===== src/include/fdc_rd_defs.svh =====
// Operation
// - host writes opcode plus eight parameters; last parameter starts the seek or the header search
// - after each sector the sector number advances by one and is sought
// - multi-side reads head zero to the last sector, then head one from one
// - terminal count input ends reading; the host side must raise it in time
// - passing the last sector number, except on head zero of a multi-side read, stops with an end-of-track error
// - size code n selects 128 shifted left by n bytes, codes 0 to 6
// - size code zero: data length bytes sent, full 128 read and checked
// - seek and head settle only when both implied seek enables are set
// - sector found by matching track, head, sector and size against each header
// - header crc error on the matching sector sets status one bit 5, abnormal
// - sector not found sets status one bit 2, abnormal end
// - header track ff sets status two bit 1; any track mismatch, ff included, sets bit 4
// - deleted mark with skip set: sector skipped, status two bit 6, continue
// - deleted mark with skip clear: sector read, status two bit 6, normal end
// - data crc error sets bit 5 of both status bytes, abnormal end
// - sectors follow in logical order until terminal count or an error
// - a data write while waiting on revolutions aborts into the result phase
// - interrupt raised when execution ends, normally or abnormally
// - on error the result bytes name the sector being read; end of track names the next sector
// - single side: sector plus one, or track plus one and sector one
// - multi-side at last sector: head zero goes to head one, head one to next track
`ifndef FDC_RD_DEFS_SVH
`define FDC_RD_DEFS_SVH

`define OFF_DATA 12'h000
`define OFF_STAT 12'h004
`define OFF_MODE 12'h008

`define MODE_RESET 8'h00
`define MODE_IPS_BIT 0
`define MODE_DMA_BIT 1

`define OPC_READ 5'h06
`define PARAM_LAST 3'h7
`define RESULT_LAST 3'h6
`define BAD_TRACK_ID 8'hff
`define SIZE_CODE_MAX 8'h06
`define MIN_SECTOR_BYTES 14'h0080
`define NODATA_INDEX 2'h1

`define ST1_EOT_BIT 7
`define ST1_CRC_BIT 5
`define ST1_NODATA_BIT 2
`define ST2_CM_BIT 6
`define ST2_CRC_BIT 5
`define ST2_WRONG_BIT 4
`define ST2_BAD_BIT 1

`define CLK_PERIOD_NS 5
`define SETTLE_UNIT_NS 1000
`define SETTLE_UNIT_CYC ((`SETTLE_UNIT_NS + `CLK_PERIOD_NS - 1) / `CLK_PERIOD_NS)

`endif


===== src/include/fdc_rd_pkg.sv =====
package fdc_rd_pkg;

  typedef enum logic [6:0] {
    S_IDLE   = 7'b0000001,
    S_CMD    = 7'b0000010,
    S_SEEK   = 7'b0000100,
    S_SETTLE = 7'b0001000,
    S_SEARCH = 7'b0010000,
    S_DATA   = 7'b0100000,
    S_RESULT = 7'b1000000
  } seq_state_t;

endpackage : fdc_rd_pkg


===== src/rtl/fdc_read_data_sequencer.sv =====
// Decided for this implementation: register access over APB and the register addresses.
`timescale 1ns/1ps
`default_nettype none
`include "fdc_rd_defs.svh"

module fdc_read_data_sequencer (
  // apb slave
  input wire logic pclk,
  input wire logic presetn,
  input wire logic psel,
  input wire logic penable,
  input wire logic pwrite,
  input wire logic [11:0] paddr,
  input wire logic [31:0] pwdata,
  output logic [31:0] prdata,
  output logic pready,
  output logic pslverr,
  // host dma, terminal count, interrupt
  input wire logic transfer_end_input,
  input wire logic dma_ack,
  output logic dma_req,
  output logic [7:0] dma_data,
  output logic int_req,
  // drive control
  input wire logic seek_done,
  output logic seek_req,
  output logic [7:0] seek_track,
  output logic [1:0] drive_select,
  output logic head_select,
  output logic read_gate,
  // data separator
  input wire logic index_pulse,
  input wire logic id_valid,
  input wire logic [7:0] id_track,
  input wire logic [7:0] id_head,
  input wire logic [7:0] id_sector,
  input wire logic [7:0] id_size,
  input wire logic id_crc_err,
  input wire logic mark_valid,
  input wire logic mark_deleted,
  input wire logic disk_byte_valid,
  input wire logic [7:0] disk_byte,
  input wire logic crc_valid,
  input wire logic crc_err
);

  // bytes handed to the host for one sector
  function automatic logic [13:0] xfer_bytes(input logic [7:0] code,
                                             input logic [7:0] len);
    logic [7:0] capped;
    logic [13:0] full;
    capped = (code > `SIZE_CODE_MAX) ? `SIZE_CODE_MAX : code;
    full = `MIN_SECTOR_BYTES << capped;
    if (code != 8'h00)
      xfer_bytes = full;
    else if (len < 8'h80)
      xfer_bytes = {6'h00, len};
    else
      xfer_bytes = full;
  endfunction : xfer_bytes

  fdc_rd_pkg::seq_state_t state;
  fdc_rd_pkg::seq_state_t next_state;
  logic [7:0] prm [0:7];
  logic [2:0] pcnt;
  logic opc_mt;
  logic opc_sk;
  logic [7:0] trk;
  logic [7:0] hdn;
  logic [7:0] sec;
  logic [7:0] mode;
  logic [7:0] st1;
  logic [7:0] st2;
  logic term_abn;
  logic tc_seen;
  logic rd_sector;
  logic del_seen;
  logic [1:0] revs;
  logic [11:0] settle;
  logic [13:0] bcnt;
  logic hold_valid;
  logic [2:0] ridx;

  // apb decode
  wire acc = psel & penable;
  wire acc_first = acc & ~pready;
  wire acc_done = acc & pready;
  wire sel_data = (paddr == `OFF_DATA);
  wire sel_stat = (paddr == `OFF_STAT);
  wire sel_mode = (paddr == `OFF_MODE);
  wire addr_ok = sel_data | sel_stat | sel_mode;
  wire wr_data = acc_done & pwrite & sel_data;
  wire rd_data = acc_done & ~pwrite & sel_data;
  wire wr_mode = acc_done & pwrite & sel_mode;

  // command parameters
  wire implied_seek_flag = prm[0][7];
  wire [7:0] sz = prm[4];
  wire [7:0] last_sector_number = prm[5];
  wire [7:0] dtl = prm[7];
  wire [13:0] xfer_len = xfer_bytes(sz, dtl);

  // sequencing events
  wire st_idle = (state == fdc_rd_pkg::S_IDLE);
  wire st_cmd = (state == fdc_rd_pkg::S_CMD);
  wire st_seek = (state == fdc_rd_pkg::S_SEEK);
  wire st_settle = (state == fdc_rd_pkg::S_SETTLE);
  wire st_search = (state == fdc_rd_pkg::S_SEARCH);
  wire st_data = (state == fdc_rd_pkg::S_DATA);
  wire st_result = (state == fdc_rd_pkg::S_RESULT);
  wire opc_ok = wr_data & st_idle & (pwdata[4:0] == `OPC_READ);
  wire cmd_last = wr_data & st_cmd & (pcnt == `PARAM_LAST);
  wire seek_en = mode[`MODE_IPS_BIT] & implied_seek_flag;
  wire abort = wr_data & (st_seek | st_settle | st_search);
  wire id_match;
  wire id_bad_trk;
  wire id_wrong_trk;
  wire id_hit = st_search & id_valid & id_match;
  wire addr_crc = id_hit & id_crc_err;
  wire nodata = st_search & index_pulse & ~id_hit &
                (revs == `NODATA_INDEX);
  wire skip_del = st_data & ~rd_sector & mark_valid & mark_deleted & opc_sk;
  wire sector_done = st_data & rd_sector & crc_valid & ~crc_err;
  wire data_bad = st_data & rd_sector & crc_valid & crc_err;
  wire next_done = sector_done | skip_del;
  wire tc_now = tc_seen | transfer_end_input;
  wire end_trk = (sec >= last_sector_number) & ~(opc_mt & ~head_select);
  wire fin_ok = (sector_done & (tc_now | del_seen)) | (skip_del & tc_now);
  wire fin_eot = next_done & ~fin_ok & end_trk;
  wire fail = abort | nodata | addr_crc | data_bad | fin_eot;
  wire give = st_data & rd_sector & disk_byte_valid & (bcnt < xfer_len);
  wire pop = (rd_data & st_data & ~mode[`MODE_DMA_BIT]) | (dma_req & dma_ack);
  wire next_hold_valid = give | (hold_valid & ~pop);
  wire res_last = rd_data & st_result & (ridx == `RESULT_LAST);
  wire enter_result = st_result ? 1'b0 :
                      (next_state == fdc_rd_pkg::S_RESULT);
  wire enter_search = ~st_search & (next_state == fdc_rd_pkg::S_SEARCH);

  // result bytes
  wire [7:0] st0 = {1'b0, term_abn, 3'h0, head_select, drive_select};
  wire [7:0] res [0:6];
  assign res[0] = st0;
  assign res[1] = st1;
  assign res[2] = st2;
  assign res[3] = trk;
  assign res[4] = hdn;
  assign res[5] = sec;
  assign res[6] = sz;
  wire [7:0] data_byte = st_result ? res[ridx] : dma_data;
  wire [31:0] rd_mux = sel_data ? {24'h0, data_byte} :
                       sel_stat ? {23'h0, state, hold_valid, int_req} :
                       sel_mode ? {24'h0, mode} : 32'h0;

  sector_id_match u_match (
    .want_track(trk),
    .want_head(hdn),
    .want_sector(sec),
    .want_size(sz),
    .got_track(id_track),
    .got_head(id_head),
    .got_sector(id_sector),
    .got_size(id_size),
    .match(id_match),
    .bad_track(id_bad_trk),
    .wrong_track(id_wrong_trk)
  );

  always_comb
  begin
    next_state = state;
    unique case (state)
      fdc_rd_pkg::S_IDLE:
        if (opc_ok)
          next_state = fdc_rd_pkg::S_CMD;
      fdc_rd_pkg::S_CMD:
        if (cmd_last)
          next_state = seek_en ? fdc_rd_pkg::S_SEEK : fdc_rd_pkg::S_SEARCH;
      fdc_rd_pkg::S_SEEK:
        if (abort)
          next_state = fdc_rd_pkg::S_RESULT;
        else if (seek_done)
          next_state = fdc_rd_pkg::S_SETTLE;
      fdc_rd_pkg::S_SETTLE:
        if (abort)
          next_state = fdc_rd_pkg::S_RESULT;
        else if (settle == 12'h000)
          next_state = fdc_rd_pkg::S_SEARCH;
      fdc_rd_pkg::S_SEARCH:
        if (abort | nodata | addr_crc)
          next_state = fdc_rd_pkg::S_RESULT;
        else if (id_hit)
          next_state = fdc_rd_pkg::S_DATA;
      fdc_rd_pkg::S_DATA:
        if (fin_ok | fin_eot | data_bad)
          next_state = fdc_rd_pkg::S_RESULT;
        else if (next_done)
          next_state = fdc_rd_pkg::S_SEARCH;
      fdc_rd_pkg::S_RESULT:
        if (res_last)
          next_state = fdc_rd_pkg::S_IDLE;
      default:
        next_state = fdc_rd_pkg::S_IDLE;
    endcase
  end

  // apb answer: one wait state, data captured in the first access cycle
  always_ff @(posedge pclk or negedge presetn)
  begin
    if (!presetn)
    begin
      pready <= 1'b0;
      pslverr <= 1'b0;
      prdata <= 32'h0;
    end
    else
    begin
      pready <= acc_first;
      pslverr <= acc_first & ~addr_ok;
      prdata <= (acc_first & ~pwrite) ? rd_mux : 32'h0;
    end
  end

  // command intake
  always_ff @(posedge pclk or negedge presetn)
  begin
    if (!presetn)
    begin
      state <= fdc_rd_pkg::S_IDLE;
      pcnt <= 3'h0;
      opc_mt <= 1'b0;
      opc_sk <= 1'b0;
      mode <= `MODE_RESET;
      for (int i = 0; i < 8; i++)
        prm[i] <= 8'h00;
    end
    else
    begin
      state <= next_state;
      if (wr_mode)
        mode <= pwdata[7:0];
      if (opc_ok)
      begin
        opc_mt <= pwdata[7];
        opc_sk <= pwdata[5];
        pcnt <= 3'h0;
      end
      else if (wr_data & st_cmd)
      begin
        prm[pcnt] <= pwdata[7:0];
        pcnt <= pcnt + 3'h1;
      end
    end
  end

  // working sector id and its advance
  always_ff @(posedge pclk or negedge presetn)
  begin
    if (!presetn)
    begin
      trk <= 8'h00;
      hdn <= 8'h00;
      sec <= 8'h00;
      head_select <= 1'b0;
      drive_select <= 2'h0;
    end
    else if (cmd_last)
    begin
      trk <= prm[1];
      hdn <= prm[2];
      sec <= prm[3];
      head_select <= prm[0][2];
      drive_select <= prm[0][1:0];
    end
    else if (next_done)
    begin
      if (sec < last_sector_number)
        sec <= sec + 8'h01;
      else if (opc_mt & ~head_select)
      begin
        hdn <= 8'h01;
        head_select <= 1'b1;
        sec <= 8'h01;
      end
      else
      begin
        trk <= trk + 8'h01;
        sec <= 8'h01;
        if (opc_mt)
        begin
          hdn <= 8'h00;
          head_select <= 1'b0;
        end
      end
    end
  end

  // status bytes and termination
  always_ff @(posedge pclk or negedge presetn)
  begin
    if (!presetn)
    begin
      st1 <= 8'h00;
      st2 <= 8'h00;
      term_abn <= 1'b0;
      tc_seen <= 1'b0;
    end
    else if (cmd_last)
    begin
      st1 <= 8'h00;
      st2 <= 8'h00;
      term_abn <= 1'b0;
      tc_seen <= 1'b0;
    end
    else
    begin
      if (st_search & id_valid & id_bad_trk)
        st2[`ST2_BAD_BIT] <= 1'b1;
      if (st_search & id_valid & id_wrong_trk)
        st2[`ST2_WRONG_BIT] <= 1'b1;
      if (nodata)
        st1[`ST1_NODATA_BIT] <= 1'b1;
      if (addr_crc | data_bad)
        st1[`ST1_CRC_BIT] <= 1'b1;
      if (data_bad)
        st2[`ST2_CRC_BIT] <= 1'b1;
      if (fin_eot)
        st1[`ST1_EOT_BIT] <= 1'b1;
      if (st_data & mark_valid & mark_deleted)
        st2[`ST2_CM_BIT] <= 1'b1;
      if (fail)
        term_abn <= 1'b1;
      if ((st_search | st_data) & transfer_end_input)
        tc_seen <= 1'b1;
    end
  end

  // sector reading, revolutions, settle
  always_ff @(posedge pclk or negedge presetn)
  begin
    if (!presetn)
    begin
      revs <= 2'h0;
      rd_sector <= 1'b0;
      del_seen <= 1'b0;
      bcnt <= 14'h0000;
      settle <= 12'h000;
      seek_req <= 1'b0;
      seek_track <= 8'h00;
      read_gate <= 1'b0;
    end
    else
    begin
      if (enter_search)
        revs <= 2'h0;
      else if (st_search & index_pulse)
        revs <= revs + 2'h1;
      if (~st_data)
        rd_sector <= 1'b0;
      else if (mark_valid & ~(mark_deleted & opc_sk))
        rd_sector <= 1'b1;
      if (id_hit)
        del_seen <= 1'b0;
      else if (st_data & mark_valid)
        del_seen <= mark_deleted & ~opc_sk;
      if (id_hit)
        bcnt <= 14'h0000;
      else if (st_data & rd_sector & disk_byte_valid & ~&bcnt)
        bcnt <= bcnt + 14'h0001;
      if (st_seek & seek_done)
        settle <= 12'(mode[7:4] * `SETTLE_UNIT_CYC);
      else if (st_settle & (settle != 12'h000))
        settle <= settle - 12'h001;
      if (cmd_last & seek_en)
        seek_req <= 1'b1;
      else if (seek_done | abort)
        seek_req <= 1'b0;
      if (cmd_last)
        seek_track <= prm[1];
      read_gate <= (next_state == fdc_rd_pkg::S_SEARCH) |
                   (next_state == fdc_rd_pkg::S_DATA);
    end
  end

  // byte hand-off, interrupt, result pointer
  always_ff @(posedge pclk or negedge presetn)
  begin
    if (!presetn)
    begin
      hold_valid <= 1'b0;
      dma_data <= 8'h00;
      dma_req <= 1'b0;
      int_req <= 1'b0;
      ridx <= 3'h0;
    end
    else
    begin
      hold_valid <= next_hold_valid;
      if (give)
        dma_data <= disk_byte;
      dma_req <= next_hold_valid & mode[`MODE_DMA_BIT];
      if (enter_result)
        int_req <= 1'b1;
      else if (rd_data & st_result)
        int_req <= 1'b0;
      if (enter_result)
        ridx <= 3'h0;
      else if (rd_data & st_result)
        ridx <= ridx + 3'h1;
    end
  end
endmodule : fdc_read_data_sequencer

`default_nettype wire


===== src/rtl/sector_id_match.sv =====
`timescale 1ns/1ps
`default_nettype none
`include "fdc_rd_defs.svh"

module sector_id_match (
  // commanded id
  input wire logic [7:0] want_track,
  input wire logic [7:0] want_head,
  input wire logic [7:0] want_sector,
  input wire logic [7:0] want_size,
  // header read from disk
  input wire logic [7:0] got_track,
  input wire logic [7:0] got_head,
  input wire logic [7:0] got_sector,
  input wire logic [7:0] got_size,
  // compare results
  output logic match,
  output logic bad_track,
  output logic wrong_track
);

  assign match = (want_track == got_track) && (want_head == got_head) &&
                 (want_sector == got_sector) && (want_size == got_size);
  assign bad_track = (got_track == `BAD_TRACK_ID);
  assign wrong_track = (got_track != want_track);

endmodule : sector_id_match

`default_nettype wire


===== config.mk =====
export PLATFORM = sky130hd
export DESIGN_NAME = fdc_read_data_sequencer
export DESIGN_NICKNAME = d
export VERILOG_FILES = /design/src/include/fdc_rd_pkg.sv /design/src/rtl/fdc_read_data_sequencer.sv /design/src/rtl/sector_id_match.sv
export VERILOG_INCLUDE_DIRS = /design/src /design/src/include
export SDC_FILE = /design/constraint.sdc
export NUM_CORES = 1
export LEC_CHECK = 0
export BUFFER_PORTS_ARGS = -buffer_cell sky130_fd_sc_hd__buf_4
export CORE_UTILIZATION = 62
export DETAILED_ROUTE_END_ITERATION = 6
export PLACE_DENSITY = 0.94
export REMOVE_ABC_BUFFERS = 1
export SLEW_MARGIN = 20
export SYNTH_ARGS = -nofsm -noshare
export SYNTH_HDL_FRONTEND = slang
export SYNTH_SLANG_ARGS = --single-unit

===== constraint.sdc =====
create_clock -name pclk -period 7.1 [get_ports pclk]
set_input_delay 0.71 -clock pclk [delete_from_list [all_inputs] [get_ports pclk]]
set_output_delay 0.71 -clock pclk [all_outputs]
set_load 0.01 [all_outputs]

== After elaboration in Yosys (flattened, before gate mapping) ==
Cells that the tools add are included.

* Register bits after elaboration: 185
* Input bits: 100
* Output and inout port bits: 57

* $add $sub $neg: 7
* Multiply operators: 1
* Magnitude comparators: 8
* Eq/ne operators: 25
* Shift operators: 1
* Multiplexer cells: 79
* Bitwise logic cells: 95
* Reduce and logical (&&, ||, !) cells: 31

{| class="wikitable"
|+ Operator list
! cell !! count
|-
| two-way mux 8 bit || 18
|-
| two-way mux 7 bit || 11
|-
| bitwise mux 64 bit || 1
|-
| bitwise AND 1 bit || 58
|-
| two-way mux 14 bit || 4
|-
| case mux 7 bit (7 select lines) || 1
|-
| nonzero test 2 bit || 17
|-
| == test 8 bit || 4
|-
| two-way mux 1 bit || 29
|-
| two-way mux 9 bit || 3
|-
| binary-select mux 8 bit (select 3 bit) || 1
|-
| demux 8 bit (select 3 bit) || 1
|-
| zero test 12 bit || 2
|-
| two-way mux 12 bit || 2
|-
| OR 1 bit || 20
|-
| adder 8 x 1 -> 8 bit (second input constant) || 2
|-
| two-way mux 3 bit || 5
|-
| inverter 1 bit || 15
|-
| adder 14 x 1 -> 14 bit (second input constant) || 1
|-
| == test 7 x 5 -> 1 bit (second input constant) || 2
|-
| == test 7 x 6 -> 1 bit (second input constant) || 2
|-
| == test 7 bit (second input constant) || 2
|-
| less-than comparator 14 bit || 1
|-
| AND reduction 14 bit || 1
|-
| 34 further kinds || 44
|}

== Depth between registers and ports, before layout ==
* Depth after elaboration: 17
* Depth in mapped cells: 12
* Depth with buffers taken out: 12

== Cells and area by module ==
Synthesis repeated with hierarchy kept, for this count alone.

* Cells, all modules: 974
* Area total of the unflattened synthesis: 9749.4 um^2

{| class="wikitable"
|+ Modules (own cells, without submodules)
! module !! instances !! cells an instance !! area an instance (um^2) !! sequential area each (um^2)
|-
| fdc_read_data_sequencer || 1 || 928 || 9380.2 || 4330.4
|-
| sector_id_match || 1 || 46 || 369.1 || 0.0
|}

== Worst setup path before layout ==
Ideal clock, no wire load.

* Kind: register -> register
* Start: reg prm (netlist bit sz[4])
* End: reg dma_data[0]
* Setup time: 0.125 ns
* Arrival time: 3.315 ns
* Slack: 3.660 ns
* Stages on the path, launching flop included: 12
* Path buffers: 0
* Clock period less this slack: 3.440 ns
* Cell sequence: dfrtp_1 or4_4 nor3_4 nand2_1 nor2_1 nand2_1 ha_1 or4_1 o2111ai_1 a21oi_1 nor4_4 mux2_2

* Longest elaborated chain between the ends: 7
* Elaborated cells on any way between the ends: 8

{| class="wikitable"
|+ Ends and longest elaborated chain
! element !! line !! text
|-
| start, declared || fdc_read_data_sequencer.sv:64 || <nowiki>logic [7:0] prm [0:7];</nowiki>
|-
| start signal, assigned by index || fdc_read_data_sequencer.sv:249 || <nowiki>prm[pcnt] <= pwdata[7:0];</nowiki>
|-
| > comparator 8 x 3 -> 1 bit (no source line) || n/a ||
|-
| two-way mux 8 bit || fdc_read_data_sequencer.sv:52 || <nowiki>capped = (code > `SIZE_CODE_MAX) ? `SIZE_CODE_MAX : code;</nowiki>
|-
| left shift 8 x 8 -> 14 bit (no source line) || n/a ||
|-
| two-way mux 14 bit || fdc_read_data_sequencer.sv:56 || <nowiki>else if (len < 8'h80)</nowiki>
|-
| two-way mux 14 bit * || fdc_read_data_sequencer.sv:54 || <nowiki>if (code != 8'h00)</nowiki>
|-
| less-than comparator 14 bit * || fdc_read_data_sequencer.sv:131 || <nowiki>wire give = st_data & rd_sector & disk_byte_valid & (bcnt < xfer_len);</nowiki>
|-
| bitwise AND 1 bit * || fdc_read_data_sequencer.sv:131 ||
|-
| end signal, assigned || fdc_read_data_sequencer.sv:399 || <nowiki>dma_data <= disk_byte;</nowiki>
|-
| end, declared || fdc_read_data_sequencer.sv:22 || <nowiki>output logic [7:0] dma_data,</nowiki>
|}

Every way passes the cells marked *; elsewhere a longest branch is shown, timed or not.
A chain may end at the register's enable or synchronous reset.

== Worst setup path after layout ==
* Start: reg prm (netlist bit sz[5])
* End: reg dma_data[6]

Same word-level chain as after synthesis.

==> flow_metrics.tcl <==
set metrics [dict create \
    status "completed" \
    hold_viol 0 \
    ys.warnings.count 0 \
    syn_avg_cell_area_sq_um 9.78 \
    htree_levels 4 \
    fin_util_pct 73.0 \
    reg2reg_depth 11 \
    io_pins 157 \
    cts_made_buffers 17 \
    crit_path_top_delay_cell "nor4_4" \
    cap_violations 0 \
    clock-sinks 173 \
    synth-seq-cells 173 \
    synth-xor-area-share_pct 6.02 \
    intPower_mw 1.54 \
    place_hpwl_mm 18.1 \
    finalCritPeriodShare_pct 56.4 \
    post-route-min-period_ns 4.00 \
    cts_root_buf "clkbuf_16" \
    antenna_cells 0 \
    switching_share_pct 23.6 \
    ys_top_cells_by_area "dfrtp_1 44%, mux2_2 6.5%, nand2_1 5.2%" \
    worstSetupPathType "reg -> reg" \
    grt-ovfl-total 0 \
    nets 1225 \
    layout-drive-gt1-share_pct 20.7 \
    cp_data_arrival_time_ns 4.33 \
    num_rows 45 \
    synth_compound_area_share_pct 10.6 \
    synth_flop_cell "dfrtp_1" \
    cp_common_cell "nand2_1" \
    slew_violations 0 \
    hold_buffers 0 \
    met2_usage_pct 54.5 \
    fin_ws_ns 3.10 \
    synth_area_sq_mm 0.00974 \
    crit_cells 11 \
    post_cts_resized 0 \
    grtUsageMet3_pct 6.83 \
    crit_buf_inv 0 \
    coreArea_sq_mm 0.0153 \
    cp_cell_sequence "or4_4, nor3_4, nand2_1, nor2_1, nand2_1, ha_1, or4_1, o2111ai_1, a21oi_1, nor4_4, mux2_2" \
    dieArea_sq_mm 0.0162 \
    p_per_area_mw_per_mm2 181 \
    antenna_found_initial 0 \
    p_leak_nw 5.22 \
    slew_headroom_pct 25.6 \
    seq_power_share_pct 49.7 \
    wl_per_cell_um 20.0 \
    combPwrFrac_pct 6.7 \
    die_h_um 127 \
    clock_latency_ns 0.44 \
    p_clk_share_pct 43.6 \
    yosys.area.top_type_share_pct 44.2 \
    total_power_mw 2.01 \
    wirelength_mm 26.2 \
    switching_power_uw 475 \
    worstHoldPathType "in -> async" \
    cts_buffer_depth 2 \
    port_buffers 109 \
    final.setup.tns_ns 0 \
    critPathLaunchType "flop" \
    ys_seq_area_share_pct 44.5 \
    rsz0062_at_grt "no" \
    path_clk_slew_ns 0.06 \
    grt_usage_pct 33.7 \
    cp-end-kind "flop" \
    fin_skew_ns 0.00849 \
    critPathMaxFanout 10 \
    place_ws_ns 3.15 \
    setup_violations 0 \
    peakVddDrop_uv 186 \
    slowest_delay_ns 0.76 \
    yosys.area.top_type "dfrtp_1" \
    critical_path.top_delay_family "simple AND/OR/NAND/NOR gates" \
    grt_max_degree 92 \
    synth_top_family_by_area "simple AND/OR/NAND/NOR gates" \
    async_reset_ff_share_pct 100 \
    met1_usage_pct 40.5 \
    firstDrtPassIters 6 \
    grt_pass1_vias 8303 \
    critPathRequiredTime_ns 7.43 \
    synthAdderAreaFrac_pct 5.34 \
    cts_tree "built" \
    top_usage_layer "met2" \
    synth-edff-count 0 \
    synth_cells 996 \
    post-cts-setup-buffers 0 \
    drtIter0Drc 906 \
    fmax_mhz 250 \
    drtAntennaViolNets 0 \
    yosys.area_share.simple_pct 19.8 \
    start_util_pct 63.8 \
    drcViolationCount 0 \
    dieWidth_um 127 \
    place_congestion 0.935 \
    worst_pin_slew_ns 1.12 \
    area.growth.synth_to_final_pct 14.4 \
    synth_mux_area_share_pct 9.38 \
    grt_pass1_wl_mm 41.5 \
    via_per_inst 6.38 \
    dr_total_vias 8348 \
    ys_types 66 \
]
-- power by group through the flow --
stage	Sequential, mW	Clock, mW	Combinational, mW
final	1.00	0.879	0.134
after floorplan	1.02	0	0.0534
after CTS	1.00	0.877	0.132
after detailed placement	1.02	0	0.132
after global placement	1.02	0	0.127
after global routing	1.00	0.916	0.146
-- routing by layer --
| layer | part of all wire, % | vias up |
|---|---|---|
| met5 | 0 | - |
| met1 | 38 | 4051 |
| li1 | - | 3675 |
| met4 | 6.0 | 0 |
| met3 | 8.4 | 143 |
| met2 | 48 | 479 |
-- per-stage QoR --
step	cells	cell area (sq um)	hold slack, ns
finish	1308	11100	0.335
global route	1308	11100	0.419
CTS	1308	11100	0.371
detailed placement	1276	10600	0.457
global placement	1276	10600	0.439
floorplan	954	9480	0.414
-- layout by cell type (no fill, tap or decap), types with 3 or more instances in the layout --
| cell | instances |
|---|---|
| mux2_4 | 8 |
| a31oi_1 | 13 |
| buf_4 | 109 |
| a222oi_1 | 8 |
| nand3_1 | 30 |
| nand4b_1 | 6 |
| and2_1 | 6 |
| a211oi_1 | 6 |
| or3_1 | 9 |
| clkbuf_1 | 5 |
| clkbuf_16 | 17 |
| and3_1 | 9 |
| or2_2 | 5 |
| o211ai_1 | 4 |
| xor2_1 | 48 |
| conb_1 | 23 |
| nor4_1 | 16 |
| nor3b_1 | 7 |
| clkinvlp_4 | 3 |
| nor3_1 | 19 |
| o221ai_1 | 4 |
| nand2b_1 | 10 |
| mux2i_1 | 14 |
| dfrtp_1 | 171 |
| nor2b_1 | 7 |
| nand3b_1 | 3 |
| o21ai_0 | 67 |
| xnor2_1 | 19 |
| o22ai_1 | 6 |
| a21o_1 | 5 |
| nand2_1 | 135 |
| nor2_1 | 79 |
| nand4_1 | 14 |
| ha_1 | 40 |
| a21oi_1 | 35 |
| mux2_2 | 56 |
| inv_1 | 22 |
| or4_1 | 5 |
| o21a_1 | 7 |
-- kinds of logic after synthesis --
family / count (synthesis)
and+or+nand+nor: 379
DFF: 173
AOI/OAI and AO/OA: 170
muxes: 79
adders and majority gates: 41
other: 1
buffers and inverters: 86
xor gates and xnor gates: 67
-- final cells by class --
cell class,instances,area [sq um]
sequential,173,4330
fill,982,4110
clock inverter,9,88.8
clock buffer,23,458
inverter,22,82.6
timing repair buffer,111,841
multi-input combinational,759,5080
tap,211,264
-- sequential cells by signal (all words and copies together), names as in the netlist, 3 cells and up --
| signal | count |
|---|---|
| bcnt | 14 |
| dma_data | 8 |
| dtl | 8 |
| hdn | 8 |
| last_sector_number | 8 |
| mode | 8 |
| pcnt | 3 |
| prdata | 9 |
| prm | 27 |
| ridx | 3 |
| sec | 8 |
| seek_track | 8 |
| settle | 12 |
| st1 | 3 |
| st2 | 4 |
| state | 7 |
| sz | 8 |
| trk | 8 |
-- worst register-to-register path: cells and delay by family, from the launching register on --
family                   cells  cell delay (ns)
AO/OA/AOI/OAI                2             0.21
adder cells (fa/ha/maj)      1             0.22
multiplexers                 1             0.43
flip-flops                   1             0.46
AND/OR/NAND/NOR              7             2.56
-- synth_stat cells (all sizes together), types with 6 or more instances --
cell type  instances
dfrtp            172
nand2            137
nor2              80
o21ai             69
mux2              64
xor2              48
ha                40
a21oi             35
buf               32
clkbuf            32
nand3             30
inv               22
nor3              22
nor4              19
xnor2             19
mux2i             14
nand4             14
a31oi             13
nand2b            10
and3               9
or3                9
a222oi             8
nor2b              7
nor3b              7
o21a               7
or4                7
a211oi             6
and2               6
nand4b             6
o22ai              6
-- path summary, 6_finish.rpt --
path                                  to  slack [ns]  startpoint
setup / recovery             dma_data[6]        3.10       sz[5]
hold / removal             seek_track[3]        0.34     presetn
setup reg to reg             dma_data[6]        3.10       sz[5]
hold reg to reg                   hdn[4]        0.48     prm[44]
max in group asynchronous        ridx[1]        5.48     presetn
min in group pclk                 hdn[4]        0.48     prm[44]
Power figures use the tool's default switching activity.
